File: src/sqoc_consts.svh
`ifndef SQOC_CONSTS_SVH
`define SQOC_CONSTS_SVH

// Register byte addresses on the serial port
`define ADDR_SYNC_QUALIFY     15'h0210
`define ADDR_OVERRANGE_LEVEL  15'h0211
`define ADDR_OVERRANGE_CONFIG 15'h0213
`define ADDR_STARTUP_STATE    15'h0270
`define ADDR_POWER_PROFILE_B  15'h029a

// Reset values
`define RST_SYNC_QUALIFY      8'h03
`define RST_OVERRANGE_LEVEL   8'hf2
`define RST_OVERRANGE_CONFIG  8'h07
`define RST_POWER_PROFILE_B   8'h0f

// Field positions
`define SYNC_QUALIFY_MSB      4
`define OVR_ENABLE_BIT        3
`define OVR_EXP_MSB           2
`define INIT_DONE_BIT         0

// Serial frame: one read flag, 15 address bits, 8 data bits
`define SPI_HDR_BITS          5'h10
`define SPI_FRAME_BITS        5'h18

// Timing: clock rate, sample-rate divider, link clock is half the sample rate
`define SYS_CLK_MHZ           125
`define SAMPLE_DIV            4'h2
`define OVR_BASE_CYCLES       10'h004

// Internal initialisation time and its cycle count, rounded up
`define INIT_TIME_NS          1000
`define INIT_CYCLES           ((`INIT_TIME_NS * `SYS_CLK_MHZ + 999) / 1000)

`endif

File: src/sqoc_pkg.sv
package sqoc_pkg;
  typedef enum logic [0:0] {INIT_RUN, INIT_FINISHED} init_state_t;
endpackage

File: src/overrange_detect.sv
`timescale 1ns/10ps
`default_nettype none
`include "sqoc_consts.svh"

module overrange_detect (
  input  wire logic        sys_clk,
  input  wire logic        rst_b,
  input  wire logic        sample_en,
  input  wire logic [11:0] sample,
  input  wire logic [7:0]  level,
  input  wire logic [2:0]  exponent,
  input  wire logic        enable,
  output logic             flag
);
  logic [7:0] top;
  logic [8:0] mag;
  logic       exceed;
  logic [9:0] hold_q;
  logic       flag_q;

  // Magnitude of the upper byte, scaled so full scale is 256
  assign top    = sample[11:4];
  assign mag    = top[7] ? 9'h000 - {top[7], top} : {1'b0, top};
  assign exceed = ({mag[7:0], 1'b0} >= {1'b0, level}) || mag[8];

  // Stretch counter restarts on every new exceedance
  always_ff @(posedge sys_clk or negedge rst_b) begin
    if (!rst_b) begin
      hold_q <= 10'h000;
    end else if (sample_en) begin
      if (exceed) begin
        hold_q <= `OVR_BASE_CYCLES << exponent;
      end else if (hold_q != 10'h000) begin
        hold_q <= hold_q - 10'h001;
      end
    end
  end

  // Output gated by the enable bit
  always_ff @(posedge sys_clk or negedge rst_b) begin
    if (!rst_b) begin
      flag_q <= 1'b0;
    end else begin
      flag_q <= enable && (exceed && sample_en || hold_q != 10'h000);
    end
  end

  assign flag = flag_q;

  property p_ovr_gate;
    @(posedge sys_clk) disable iff (!rst_b) !enable |=> !flag_q;
  endproperty
  a_ovr_gate: assert property (p_ovr_gate) else $error("flag high while disabled");

  property p_ovr_set;
    @(posedge sys_clk) disable iff (!rst_b) enable && sample_en && exceed |=> flag_q;
  endproperty
  a_ovr_set: assert property (p_ovr_set) else $error("flag missed exceedance");

  property p_ovr_load;
    @(posedge sys_clk) disable iff (!rst_b)
      sample_en && exceed |=> hold_q == (10'h004 << $past(exponent));
  endproperty
  a_ovr_load: assert property (p_ovr_load) else $error("stretch length wrong");

  property p_ovr_hold;
    @(posedge sys_clk) disable iff (!rst_b)
      enable && hold_q > 10'h001 && !$rose(enable) |=> flag_q;
  endproperty
  a_ovr_hold: assert property (p_ovr_hold) else $error("flag dropped early");
endmodule
`default_nettype wire

File: src/sync_qualify_overrange_ctrl.sv
`timescale 1ns/10ps
`default_nettype none
`include "sqoc_consts.svh"

module sync_qualify_overrange_ctrl (
  input  wire logic        sys_clk,
  input  wire logic        rst_b,
  input  wire logic        spi_sclk,
  input  wire logic        spi_cs_b,
  input  wire logic        spi_sdi,
  output logic             spi_sdo,
  output logic             spi_sdo_oe,
  input  wire logic        sync_b,
  input  wire logic        serial_link_enable,
  input  wire logic [11:0] sample_a,
  input  wire logic [11:0] sample_b,
  input  wire logic [11:0] sample_c,
  input  wire logic [11:0] sample_d,
  output logic             sync_request,
  output logic             overrange_flag_a,
  output logic             overrange_flag_b,
  output logic             overrange_flag_c,
  output logic             overrange_flag_d,
  output logic [7:0]       power_profile_b_value,
  output logic             init_done
);
  logic [7:0]            sync_qualify_q;
  logic [7:0]            overrange_level_q;
  logic [7:0]            overrange_config_q;
  logic [7:0]            power_profile_b_q;
  sqoc_pkg::init_state_t init_state_q;
  logic [7:0]            init_cnt_q;
  logic [3:0]            div_q;
  logic                  sample_en;
  logic                  link_phase_q;
  logic                  link_en;
  logic [5:0]            low_cnt_q;
  logic                  sync_request_q;
  logic                  sclk_q;
  logic                  sclk_rise;
  logic                  sclk_fall;
  logic [4:0]            bit_cnt_q;
  logic [23:0]           shift_in_q;
  logic [7:0]            shift_out_q;
  logic                  sdo_q;
  logic                  rd_flag_q;
  logic [23:0]           shift_in_d;
  logic                  wr_stb;
  logic [14:0]           wr_addr;
  logic [7:0]            rd_data;

  // Sample-rate and link-rate enables from one divider
  always_ff @(posedge sys_clk or negedge rst_b) begin
    if (!rst_b) begin
      div_q        <= 4'h0;
      link_phase_q <= 1'b0;
    end else if (div_q == `SAMPLE_DIV - 4'h1) begin
      div_q        <= 4'h0;
      link_phase_q <= ~link_phase_q;
    end else begin
      div_q <= div_q + 4'h1;
    end
  end

  assign sample_en = (div_q == `SAMPLE_DIV - 4'h1);
  assign link_en   = sample_en && link_phase_q;

  // Consecutive-low counter on the link clock, saturating
  always_ff @(posedge sys_clk or negedge rst_b) begin
    if (!rst_b) begin
      low_cnt_q <= 6'h00;
    end else if (link_en) begin
      if (sync_b) begin
        low_cnt_q <= 6'h00;
      end else if (low_cnt_q != 6'h3f) begin
        low_cnt_q <= low_cnt_q + 6'h01;
      end
    end
  end

  // Request only once the low run passes the threshold; shorter runs do nothing
  always_ff @(posedge sys_clk or negedge rst_b) begin
    if (!rst_b) begin
      sync_request_q <= 1'b0;
    end else if (link_en) begin
      sync_request_q <= !sync_b &&
        ({1'b0, low_cnt_q} + 7'h01 >= {2'b00, sync_qualify_q[`SYNC_QUALIFY_MSB:0]} + 7'h01);
    end
  end

  assign sync_request = sync_request_q;

  // Internal initialisation sequence
  always_ff @(posedge sys_clk or negedge rst_b) begin
    if (!rst_b) begin
      init_state_q <= sqoc_pkg::INIT_RUN;
      init_cnt_q   <= 8'h00;
    end else begin
      case (init_state_q)
        sqoc_pkg::INIT_RUN: begin
          if (init_cnt_q == 8'(`INIT_CYCLES - 1)) begin
            init_state_q <= sqoc_pkg::INIT_FINISHED;
          end else begin
            init_cnt_q <= init_cnt_q + 8'h01;
          end
        end
        default: begin
          init_state_q <= sqoc_pkg::INIT_FINISHED;
        end
      endcase
    end
  end

  assign init_done = (init_state_q == sqoc_pkg::INIT_FINISHED);

  // Serial port: sclk sampled as a synchronous input
  always_ff @(posedge sys_clk or negedge rst_b) begin
    if (!rst_b) begin
      sclk_q <= 1'b0;
    end else begin
      sclk_q <= spi_sclk;
    end
  end

  assign sclk_rise  = spi_sclk && !sclk_q && !spi_cs_b;
  assign sclk_fall  = !spi_sclk && sclk_q && !spi_cs_b;
  assign shift_in_d = {shift_in_q[22:0], spi_sdi};
  assign wr_stb     = sclk_rise && bit_cnt_q == `SPI_FRAME_BITS - 5'h01 && !shift_in_q[22];
  assign wr_addr    = shift_in_q[21:7];

  // Bit counter and input shifter
  always_ff @(posedge sys_clk or negedge rst_b) begin
    if (!rst_b) begin
      bit_cnt_q  <= 5'h00;
      shift_in_q <= 24'h000000;
    end else if (spi_cs_b) begin
      bit_cnt_q <= 5'h00;
    end else if (sclk_rise && bit_cnt_q != `SPI_FRAME_BITS) begin
      bit_cnt_q  <= bit_cnt_q + 5'h01;
      shift_in_q <= shift_in_d;
    end
  end

  // Read data mux; unmapped addresses and the upper startup-state bits read zero, other registers read back all 8 stored bits
  always_comb begin
    rd_data = 8'h00;
    case (shift_in_d[14:0])
      `ADDR_SYNC_QUALIFY:     rd_data = sync_qualify_q;
      `ADDR_OVERRANGE_LEVEL:  rd_data = overrange_level_q;
      `ADDR_OVERRANGE_CONFIG: rd_data = overrange_config_q;
      `ADDR_STARTUP_STATE:    rd_data = {7'h00, init_done};
      `ADDR_POWER_PROFILE_B:  rd_data = power_profile_b_q;
      default:                rd_data = 8'h00;
    endcase
  end

  // Read shifter loaded after the header, shifted out on falling edges
  always_ff @(posedge sys_clk or negedge rst_b) begin
    if (!rst_b) begin
      shift_out_q <= 8'h00;
      sdo_q       <= 1'b0;
      rd_flag_q   <= 1'b0;
    end else if (sclk_rise && bit_cnt_q == `SPI_HDR_BITS - 5'h01) begin
      shift_out_q <= rd_data;
      rd_flag_q   <= shift_in_d[15];
    end else if (sclk_fall && bit_cnt_q >= `SPI_HDR_BITS && bit_cnt_q < `SPI_FRAME_BITS) begin
      sdo_q       <= shift_out_q[7];
      shift_out_q <= {shift_out_q[6:0], 1'b0};
    end
  end

  assign spi_sdo    = sdo_q;
  assign spi_sdo_oe = !spi_cs_b && rd_flag_q && bit_cnt_q >= `SPI_HDR_BITS;   // Flag kept, the shifter moves on

  // Writable registers; host keeps link disabled while changing qualify count
  always_ff @(posedge sys_clk or negedge rst_b) begin
    if (!rst_b) begin
      sync_qualify_q     <= `RST_SYNC_QUALIFY;
      overrange_level_q  <= `RST_OVERRANGE_LEVEL;
      overrange_config_q <= `RST_OVERRANGE_CONFIG;
      power_profile_b_q  <= `RST_POWER_PROFILE_B;
    end else if (wr_stb) begin
      case (wr_addr)
        `ADDR_SYNC_QUALIFY:     sync_qualify_q     <= shift_in_d[7:0];
        `ADDR_OVERRANGE_LEVEL:  overrange_level_q  <= shift_in_d[7:0];
        `ADDR_OVERRANGE_CONFIG: overrange_config_q <= shift_in_d[7:0];
        `ADDR_POWER_PROFILE_B:  power_profile_b_q  <= shift_in_d[7:0];
        default: begin
        end
      endcase
    end
  end

  assign power_profile_b_value = power_profile_b_q;

  // Four identical detectors
  overrange_detect u_ovr_a (.sys_clk(sys_clk), .rst_b(rst_b), .sample_en(sample_en), .sample(sample_a),
    .level(overrange_level_q), .exponent(overrange_config_q[`OVR_EXP_MSB:0]),
    .enable(overrange_config_q[`OVR_ENABLE_BIT]), .flag(overrange_flag_a));
  overrange_detect u_ovr_b (.sys_clk(sys_clk), .rst_b(rst_b), .sample_en(sample_en), .sample(sample_b),
    .level(overrange_level_q), .exponent(overrange_config_q[`OVR_EXP_MSB:0]),
    .enable(overrange_config_q[`OVR_ENABLE_BIT]), .flag(overrange_flag_b));
  overrange_detect u_ovr_c (.sys_clk(sys_clk), .rst_b(rst_b), .sample_en(sample_en), .sample(sample_c),
    .level(overrange_level_q), .exponent(overrange_config_q[`OVR_EXP_MSB:0]),
    .enable(overrange_config_q[`OVR_ENABLE_BIT]), .flag(overrange_flag_c));
  overrange_detect u_ovr_d (.sys_clk(sys_clk), .rst_b(rst_b), .sample_en(sample_en), .sample(sample_d),
    .level(overrange_level_q), .exponent(overrange_config_q[`OVR_EXP_MSB:0]),
    .enable(overrange_config_q[`OVR_ENABLE_BIT]), .flag(overrange_flag_d));

  property p_sync_qualify;
    @(posedge sys_clk) disable iff (!rst_b)
      $rose(sync_request_q) |-> low_cnt_q == {1'b0, sync_qualify_q[4:0]} + 6'h01;
  endproperty
  a_sync_qualify: assert property (p_sync_qualify) else $error("sync request at wrong count");

  property p_sync_short;
    @(posedge sys_clk) disable iff (!rst_b)
      sync_request_q |-> low_cnt_q > {1'b0, sync_qualify_q[4:0]};
  endproperty
  a_sync_short: assert property (p_sync_short) else $error("short low pulse acted on");

  property p_sync_link_rate;
    @(posedge sys_clk) disable iff (!rst_b) !link_en |=> $stable(low_cnt_q);
  endproperty
  a_sync_link_rate: assert property (p_sync_link_rate) else $error("sync sampled off link clock");

  property p_init_sticky;
    @(posedge sys_clk) disable iff (!rst_b) init_done |=> init_done;
  endproperty
  a_init_sticky: assert property (p_init_sticky) else $error("init done dropped");

  property p_init_time;
    @(posedge sys_clk) disable iff (!rst_b)
      !init_done && init_cnt_q == 8'(`INIT_CYCLES - 1) |=> init_done;
  endproperty
  a_init_time: assert property (p_init_time) else $error("init done late");

  property p_power_write;
    @(posedge sys_clk) disable iff (!rst_b)
      wr_stb && wr_addr == `ADDR_POWER_PROFILE_B |=> power_profile_b_value == $past(shift_in_d[7:0]);
  endproperty
  a_power_write: assert property (p_power_write) else $error("power profile not written");
endmodule
`default_nettype wire

File: config.mk
export PLATFORM = sky130hd
export DESIGN_NAME = sync_qualify_overrange_ctrl
export DESIGN_NICKNAME = d
export VERILOG_FILES = /design/src/sqoc_pkg.sv /design/src/overrange_detect.sv /design/src/sync_qualify_overrange_ctrl.sv
export VERILOG_INCLUDE_DIRS = /design/src
export SDC_FILE = /design/constraint.sdc
export NUM_CORES = 1
export LEC_CHECK = 0
export ABC_AREA = 0
export BUFFER_PORTS_ARGS = -buffer_cell sky130_fd_sc_hd__buf_2
export CAP_MARGIN = 20
export CELL_PAD_IN_SITES_DETAIL_PLACEMENT = 1
export CELL_PAD_IN_SITES_GLOBAL_PLACEMENT = 1
export CORE_MARGIN = 4
export CORE_UTILIZATION = 44
export CTS_BUF_LIST = sky130_fd_sc_hd__clkbuf_8
export DETAILED_ROUTE_END_ITERATION = 7
export GPL_ROUTABILITY_DRIVEN = 1
export HOLD_SLACK_MARGIN = 0.03
export PLACE_DENSITY = 0.79
export SYNTH_ARGS = -nofsm -noshare
export SYNTH_HDL_FRONTEND = slang
export SYNTH_SLANG_ARGS = --single-unit
File: constraint.sdc
create_clock -name sys_clk -period 2.3 [get_ports sys_clk]
set_input_delay 0.115 -clock sys_clk [delete_from_list [all_inputs] [get_ports sys_clk]]
set_output_delay 0.115 -clock sys_clk [all_outputs]
set_load 0.1 [all_outputs]
---- Yosys cells after proc, flatten, opt, wreduce, memory -nomap -nowiden ----
Cells that the tools add are included.
word-level totals
  register bits after elaboration ......... 136
  word-level logic and storage cells ...... 146
  output and inout port bits .............. 16
  input port bits ......................... 55
operators by class
  shifts and indexed selects .............. 1
  bitwise logic cells ..................... 5
  reductions and logical operators ........ 58
  mux-type cells .......................... 22
  equality and inequality tests ........... 15
  add/subtract/negate cells ............... 14
  $lt $le $gt $ge ......................... 7
operators by type and width
  operator                                                                 count
  15-bit by 10-bit equality test with 1-bit output, second input constant  9
  10-bit two-way mux                                                       8
  8-bit case mux with 5 select lines                                       1
  10-bit nonzero test                                                      4
  10-bit by 1-bit subtractor with 10-bit output, second input constant     4
  9-bit by 8-bit >= comparator with 1-bit output                           4
  9-bit two-way mux                                                        4
  1-bit by 8-bit subtractor with 9-bit output, first input constant        4
  2-bit AND reduction                                                      12
  1-bit logical AND                                                        22
  8-bit two-way mux                                                        2
  2-bit nonzero test                                                       7
  6-bit two-way mux                                                        2
  5-bit two-way mux                                                        2
  3-bit by 3-bit left shift with 10-bit output, first input constant       1
  8-bit by 1-bit adder with 8-bit output, second input constant            1
  8-bit by 7-bit equality test with 1-bit output, second input constant    1
  1-bit logical OR                                                         8
  6-bit by 1-bit adder with 7-bit output, second input constant            1
  7-bit by 6-bit >= comparator with 1-bit output                           1
  5-bit by 1-bit adder with 6-bit output, second input constant            1
  6-bit by 1-bit adder with 6-bit output, second input constant            1
  6-bit != test, second input constant                                     1
  5-bit by 1-bit adder with 5-bit output, second input constant            1
  other kinds (11)                                                         20

---- Depth between registers and ports, before layout ----
  depth in word-level cells ............... 7
  gate-level depth with buffers ........... 12
  depth with buffers taken out ............ 11

---- By module ----
Synthesis repeated with hierarchy kept, for this count alone.
unflattened totals
  cells, all modules ...................... 895
  area total of the unflattened synthesis .. 9011.1 um2
by module, submodules not included
  module                           seq. area each (um2)  area an instance (um2)  cells an instance  instances
  sync_qualify_overrange_ctrl      2319.7                4456.8                  380                1
  overrange_detect at u_ovr_a ...  275.3                 1158.6                  129                3
  overrange_detect at u_ovr_c      275.3                 1078.5                  128                1

---- Worst setup path before layout ----
OpenSTA, ideal clock, no wires.
  path type ............................... register -> output
  start ................................... register bit_cnt_q[4]
  end ..................................... output spi_sdo_oe
  setup slack ............................. -0.429 ns
  arrival ................................. 2.614 ns
  cell stages (with the launch flop) ...... 3
  data required time ...................... 2.185 ns
  cell sequence ........................... dfrtp_1 -> inv_1 -> nor3b_1
on the way
  word-level cells in the longest chain between the ends .. 2
RTL lines
  what                           line                                source
  start, declared                sync_qualify_overrange_ctrl.sv:42   logic [4:0] bit_cnt_q;
  start signal, assigned         sync_qualify_overrange_ctrl.sv:139  bit_cnt_q <= bit_cnt_q + 5'h01;
  5-bit >= comparator (no line)  --
  1-bit logical AND (no line)    --
  end, declared                  sync_qualify_overrange_ctrl.sv:12   output logic spi_sdo_oe,
Every way passes these cells.

---- Worst setup path in the final report ----
  start ................................... register overrange_level_q[7]
  end ..................................... register u_ovr_d.hold_q[4]
on the way
  word-level cells in the longest chain between the ends .. 4
  elaborated cells between the ends (all ways) .. 5
RTL lines
  what                                              line                                source
  start, declared                                   sync_qualify_overrange_ctrl.sv:28   logic [7:0] overrange_level_q;
  start signal, assigned                            sync_qualify_overrange_ctrl.sv:179  overrange_level_q <= `RST_OVERRANGE_LEVEL;
  start signal, assigned                            sync_qualify_overrange_ctrl.sv:185  `ADDR_OVERRANGE_LEVEL: overrange_level_q <= shift_in_d[7:0];
  9-bit by 8-bit >= comparator with 1-bit output *  overrange_detect.sv:24              assign exceed = ({mag[7:0], 1'b0} >= {1'b0, level}) || mag[8];
  1-bit logical OR *                                overrange_detect.sv:24
  2-bit nonzero test (no line)                      --
  2-bit AND reduction (no line)                     --
  end signal, assigned                              overrange_detect.sv:32              hold_q <= `OVR_BASE_CYCLES << exponent;
  end signal, assigned                              overrange_detect.sv:34              hold_q <= hold_q - 10'h001;
  end, declared                                     overrange_detect.sv:18              logic [9:0] hold_q;
Mark *: on every way between the ends. The rest lies on a longest branch, timed or not.
A chain may end at the register's enable or synchronous reset.

==> results.json <==
{
  "finalSetupViolCount": 10,
  "synth_edf_count": 0,
  "fin_area_um2": 10700,
  "status": "finished, violations left",
  "synth_top_area_cell": "dfrtp_1",
  "grt_pass1_wl_mm": 41.1,
  "final-max-slew-violation-count": 0,
  "grt_pass1_vias": 8012,
  "syn_inst": 877,
  "syn-num-nets": 981,
  "peakVddDrop_uv": 449,
  "drt-total-wl_mm": 25.4,
  "area_growth_pct": 24.9,
  "finalClockSkew_ps": 15.7,
  "firstDrtPassIters": 5,
  "synthTopCellsByCount": "dfrtp_1 (122), nand2_1 (73), ha_1 (49), mux2_2 (49), inv_1 (44)",
  "cts_root_buf": "clkbuf_8",
  "port_buffers": 53,
  "rows": 50,
  "start_kind": "flop",
  "hold_path_depth": 3,
  "synth_warnings": 0,
  "initial_utilization_pct": 45.2,
  "worstPathMaxFanout": 8,
  "violations": "setup timing",
  "gp_congestion": 0.903,
  "rsz0062_at_grt": "yes",
  "clk-insertion-delay-late_ps": 460,
  "dieArea_um2": 21700,
  "place_area_um2": 9890,
  "via_count": 7669,
  "critPathKind": "flop to flop",
  "viasPerCell": 5.87,
  "htreeDepth": 4,
  "slowest_delay_ps": 540,
  "ctsLongestPathBuffers": 2,
  "die_x_um": 147,
  "reg2reg_setup_slack_ps": -60,
  "ant_nets": 0,
  "max-cap-violations": 0,
  "num_io_pins": 71,
  "synthTopCellsByArea": "dfrtp_1 (36%), ha_1 (7.2%), mux2_2 (6.5%)",
  "worstPathRequired_ps": 2620,
  "hold_viol": 0,
  "grt_max_degree": 62,
  "cpLargestDelayFamily": "compound AO/OA/AOI/OAI gates",
  "drt_drc_violations_left": 0,
  "hold_end": "sync_qualify_q[0]",
  "end_kind": "flop",
  "numClockSinks": 136,
  "critical_path.slowest_cell": "dfstp_2",
  "finalPower_mw": 7.77,
  "synth-seq-area-share_pct": 40.0,
  "wire_per_inst_um": 19.4,
  "yosysMostFrequentCell": "dfrtp_1",
  "layout.nets": 1138,
  "period_share_pct": 103,
  "ys_ff_latch": 136,
  "globalRouteOverflowTotal": 0,
  "cp_data_arrival_time_ps": 2680,
  "synth.cell_area_um2": 8540,
  "rr_startpoint": "overrange_level_q[7]",
  "cp_common_cell": "buf_4",
  "async_flop_share_pct": 100,
  "cts_buffers": 17,
  "layout_setup_ws_ps": -58.5,
  "finalCriticalPeriod_ps": 2360,
  "netlist.area_leader.share_pct": 35.7,
  "slew_headroom_pct": 60.8,
  "pwr_density_cell_nw_per_um2": 728,
  "final_util_pct": 56.5,
  "path_clk_slew_ps": 90,
  "diodes": 0,
  "grt_use_total_pct": 23.2,
  "synth.distinct_cells": 68,
  "min_from": "spi_sdi",
  "dp_hpwl_mm": 18.1,
  "antenna_found_initial": 0,
  "dieHeight_um": 147,
  "max_freq_mhz": 424,
  "synth-main-ff-cell": "dfrtp_1",
  "path_buf_inv": 4,
  "reg2reg_to": "u_ovr_d.hold_q[4]",
  "tritoncts": "built",
  "synth_area_per_cell_um2": 9.74,
  "preCtsSetupSlack_ps": -411,
  "drive_above_1_share_pct": 31.6,
  "core_area_um2": 18900,
  "reg2reg_depth": 10,
  "p_leak_nw": 4.83,
  "hold_path.class": "primary input to flop",
  "crit_chain": "inv_1 -> buf_4 -> ha_1 -> o21ai_0 -> nor3_1 -> o21ai_2 -> buf_6 -> buf_4 -> a32oi_1 -> o211ai_1",
  "drt_iter0_markers": 430,
  "worstMarginPinSlew_ps": 588
}
[metrics by stage]
stage,setup TNS [ps],cells,hold slack (ps)
4_1_cts,-95.8,1301,81.9
3_3_place_gp,-8010,1259,105
3_5_place_dp,-11130,1259,116
6_report,-293,1307,118
5_1_grt,-1510,1307,87.8
2_1_floorplan,-236,877,-181
[kinds of logic (layout without fill, tap and decap cells)]
group / Yosys count / after routing / share of synthesized area [%]
simple gates: 317 / 317 / 20.9
compound gates: 197 / 197 / 15.8
flops: 136 / 136 / 40.0
buf+inv: 75 / 245 / 3.47
mux: 64 / 64 / 8.63
fa+ha+maj: 49 / 49 / 7.18
xor+xnor: 39 / 39 / 4.00
[final cells by class]
cell class / count / area (um^2)
Clock inverter: 14 / 156
Timing Repair Buffer: 169 / 1240
Clock buffer: 18 / 248
Sequential cell: 136 / 3420
Inverter: 44 / 168
Fill cell: 2133 / 8220
Tap cell: 260 / 325
Multi-Input combinational cell: 666 / 5120
[worst max-delay path by stage]
stage | start | endpoint | cells after the start
after floorplan | sample_b[5] | u_ovr_b.hold_q[5] | 10
after global placement | sample_c[4] | u_ovr_c.hold_q[3] | 9
after detailed placement | sample_c[4] | u_ovr_c.hold_q[3] | 9
after CTS | overrange_level_q[6] | u_ovr_a.hold_q[2] | 8
after global routing | overrange_level_q[7] | u_ovr_d.hold_q[4] | 10
final | overrange_level_q[7] | u_ovr_d.hold_q[4] | 10
[cell usage in the layout (no fill, tap or decap), types with 12 or more instances in the layout]
cell type,Yosys,layout
nor3_1,32,28
nand2_1,73,73
o211ai_1,17,17
nor2_1,35,34
dfrtp_1,122,122
inv_1,44,41
o21ai_0,36,34
clkbuf_8,0,18
dfstp_2,14,14
buf_4,0,102
and3_1,12,12
nand2b_1,16,16
mux2_2,49,49
nor4_1,12,12
buf_2,0,52
ha_1,49,41
nand3_1,43,43
a21oi_1,37,33
nand4_1,19,19
xnor2_1,34,34
[sequential cells by signal, summed over array words and instances, names as in the netlist, 10 cells and up]
name,cells
u_ovr_d.hold_q,10
shift_in_q,23
u_ovr_c.hold_q,10
u_ovr_b.hold_q,10
u_ovr_a.hold_q,10
[worst reg2reg max path, cell delays in order, from the launching register on]
cell	delay, ps
dfstp_2	540
inv_1	80
buf_4	170
ha_1	300
o21ai_0	120
nor3_1	270
o21ai_2	120
buf_6	160
buf_4	150
a32oi_1	190
o211ai_1	130
[where the power goes]
group | switching [mW] | leakage [nW] | internal [mW]
Combinational | 1.50 | 2.85 | 1.24
Clock | 1.11 | 0.200 | 0.933
Sequential | 0.322 | 1.78 | 2.66
Total | 2.93 | 4.83 | 4.83
[metal layers]
layer / wire, um / global-route usage (%) / share of wire [%] / vias to the layer above
li1: - / - / - / 3603
met1: 11200 / 29.7 / 44 / 3902
met2: 13100 / 40.6 / 52 / 128
met3: 726 / 4.13 / 2.9 / 36
met4: 384 / 5.73 / 1.5 / 0
met5: 0 / 0 / 0 / -
[timing repair]
| item | CTS | global route |
|---|---|---|
| setup endpoints to repair | 46 | 58 |
| resized for setup | 17 | 34 |
| hold buffers | 4 | 0 |
| hold endpoints to repair | 60 | 0 |
| gates cloned | 1 | 0 |
| pin swaps | 6 | 20 |
| buffers inserted | 6 | 6 |
(Power assumes the default switching activity.)
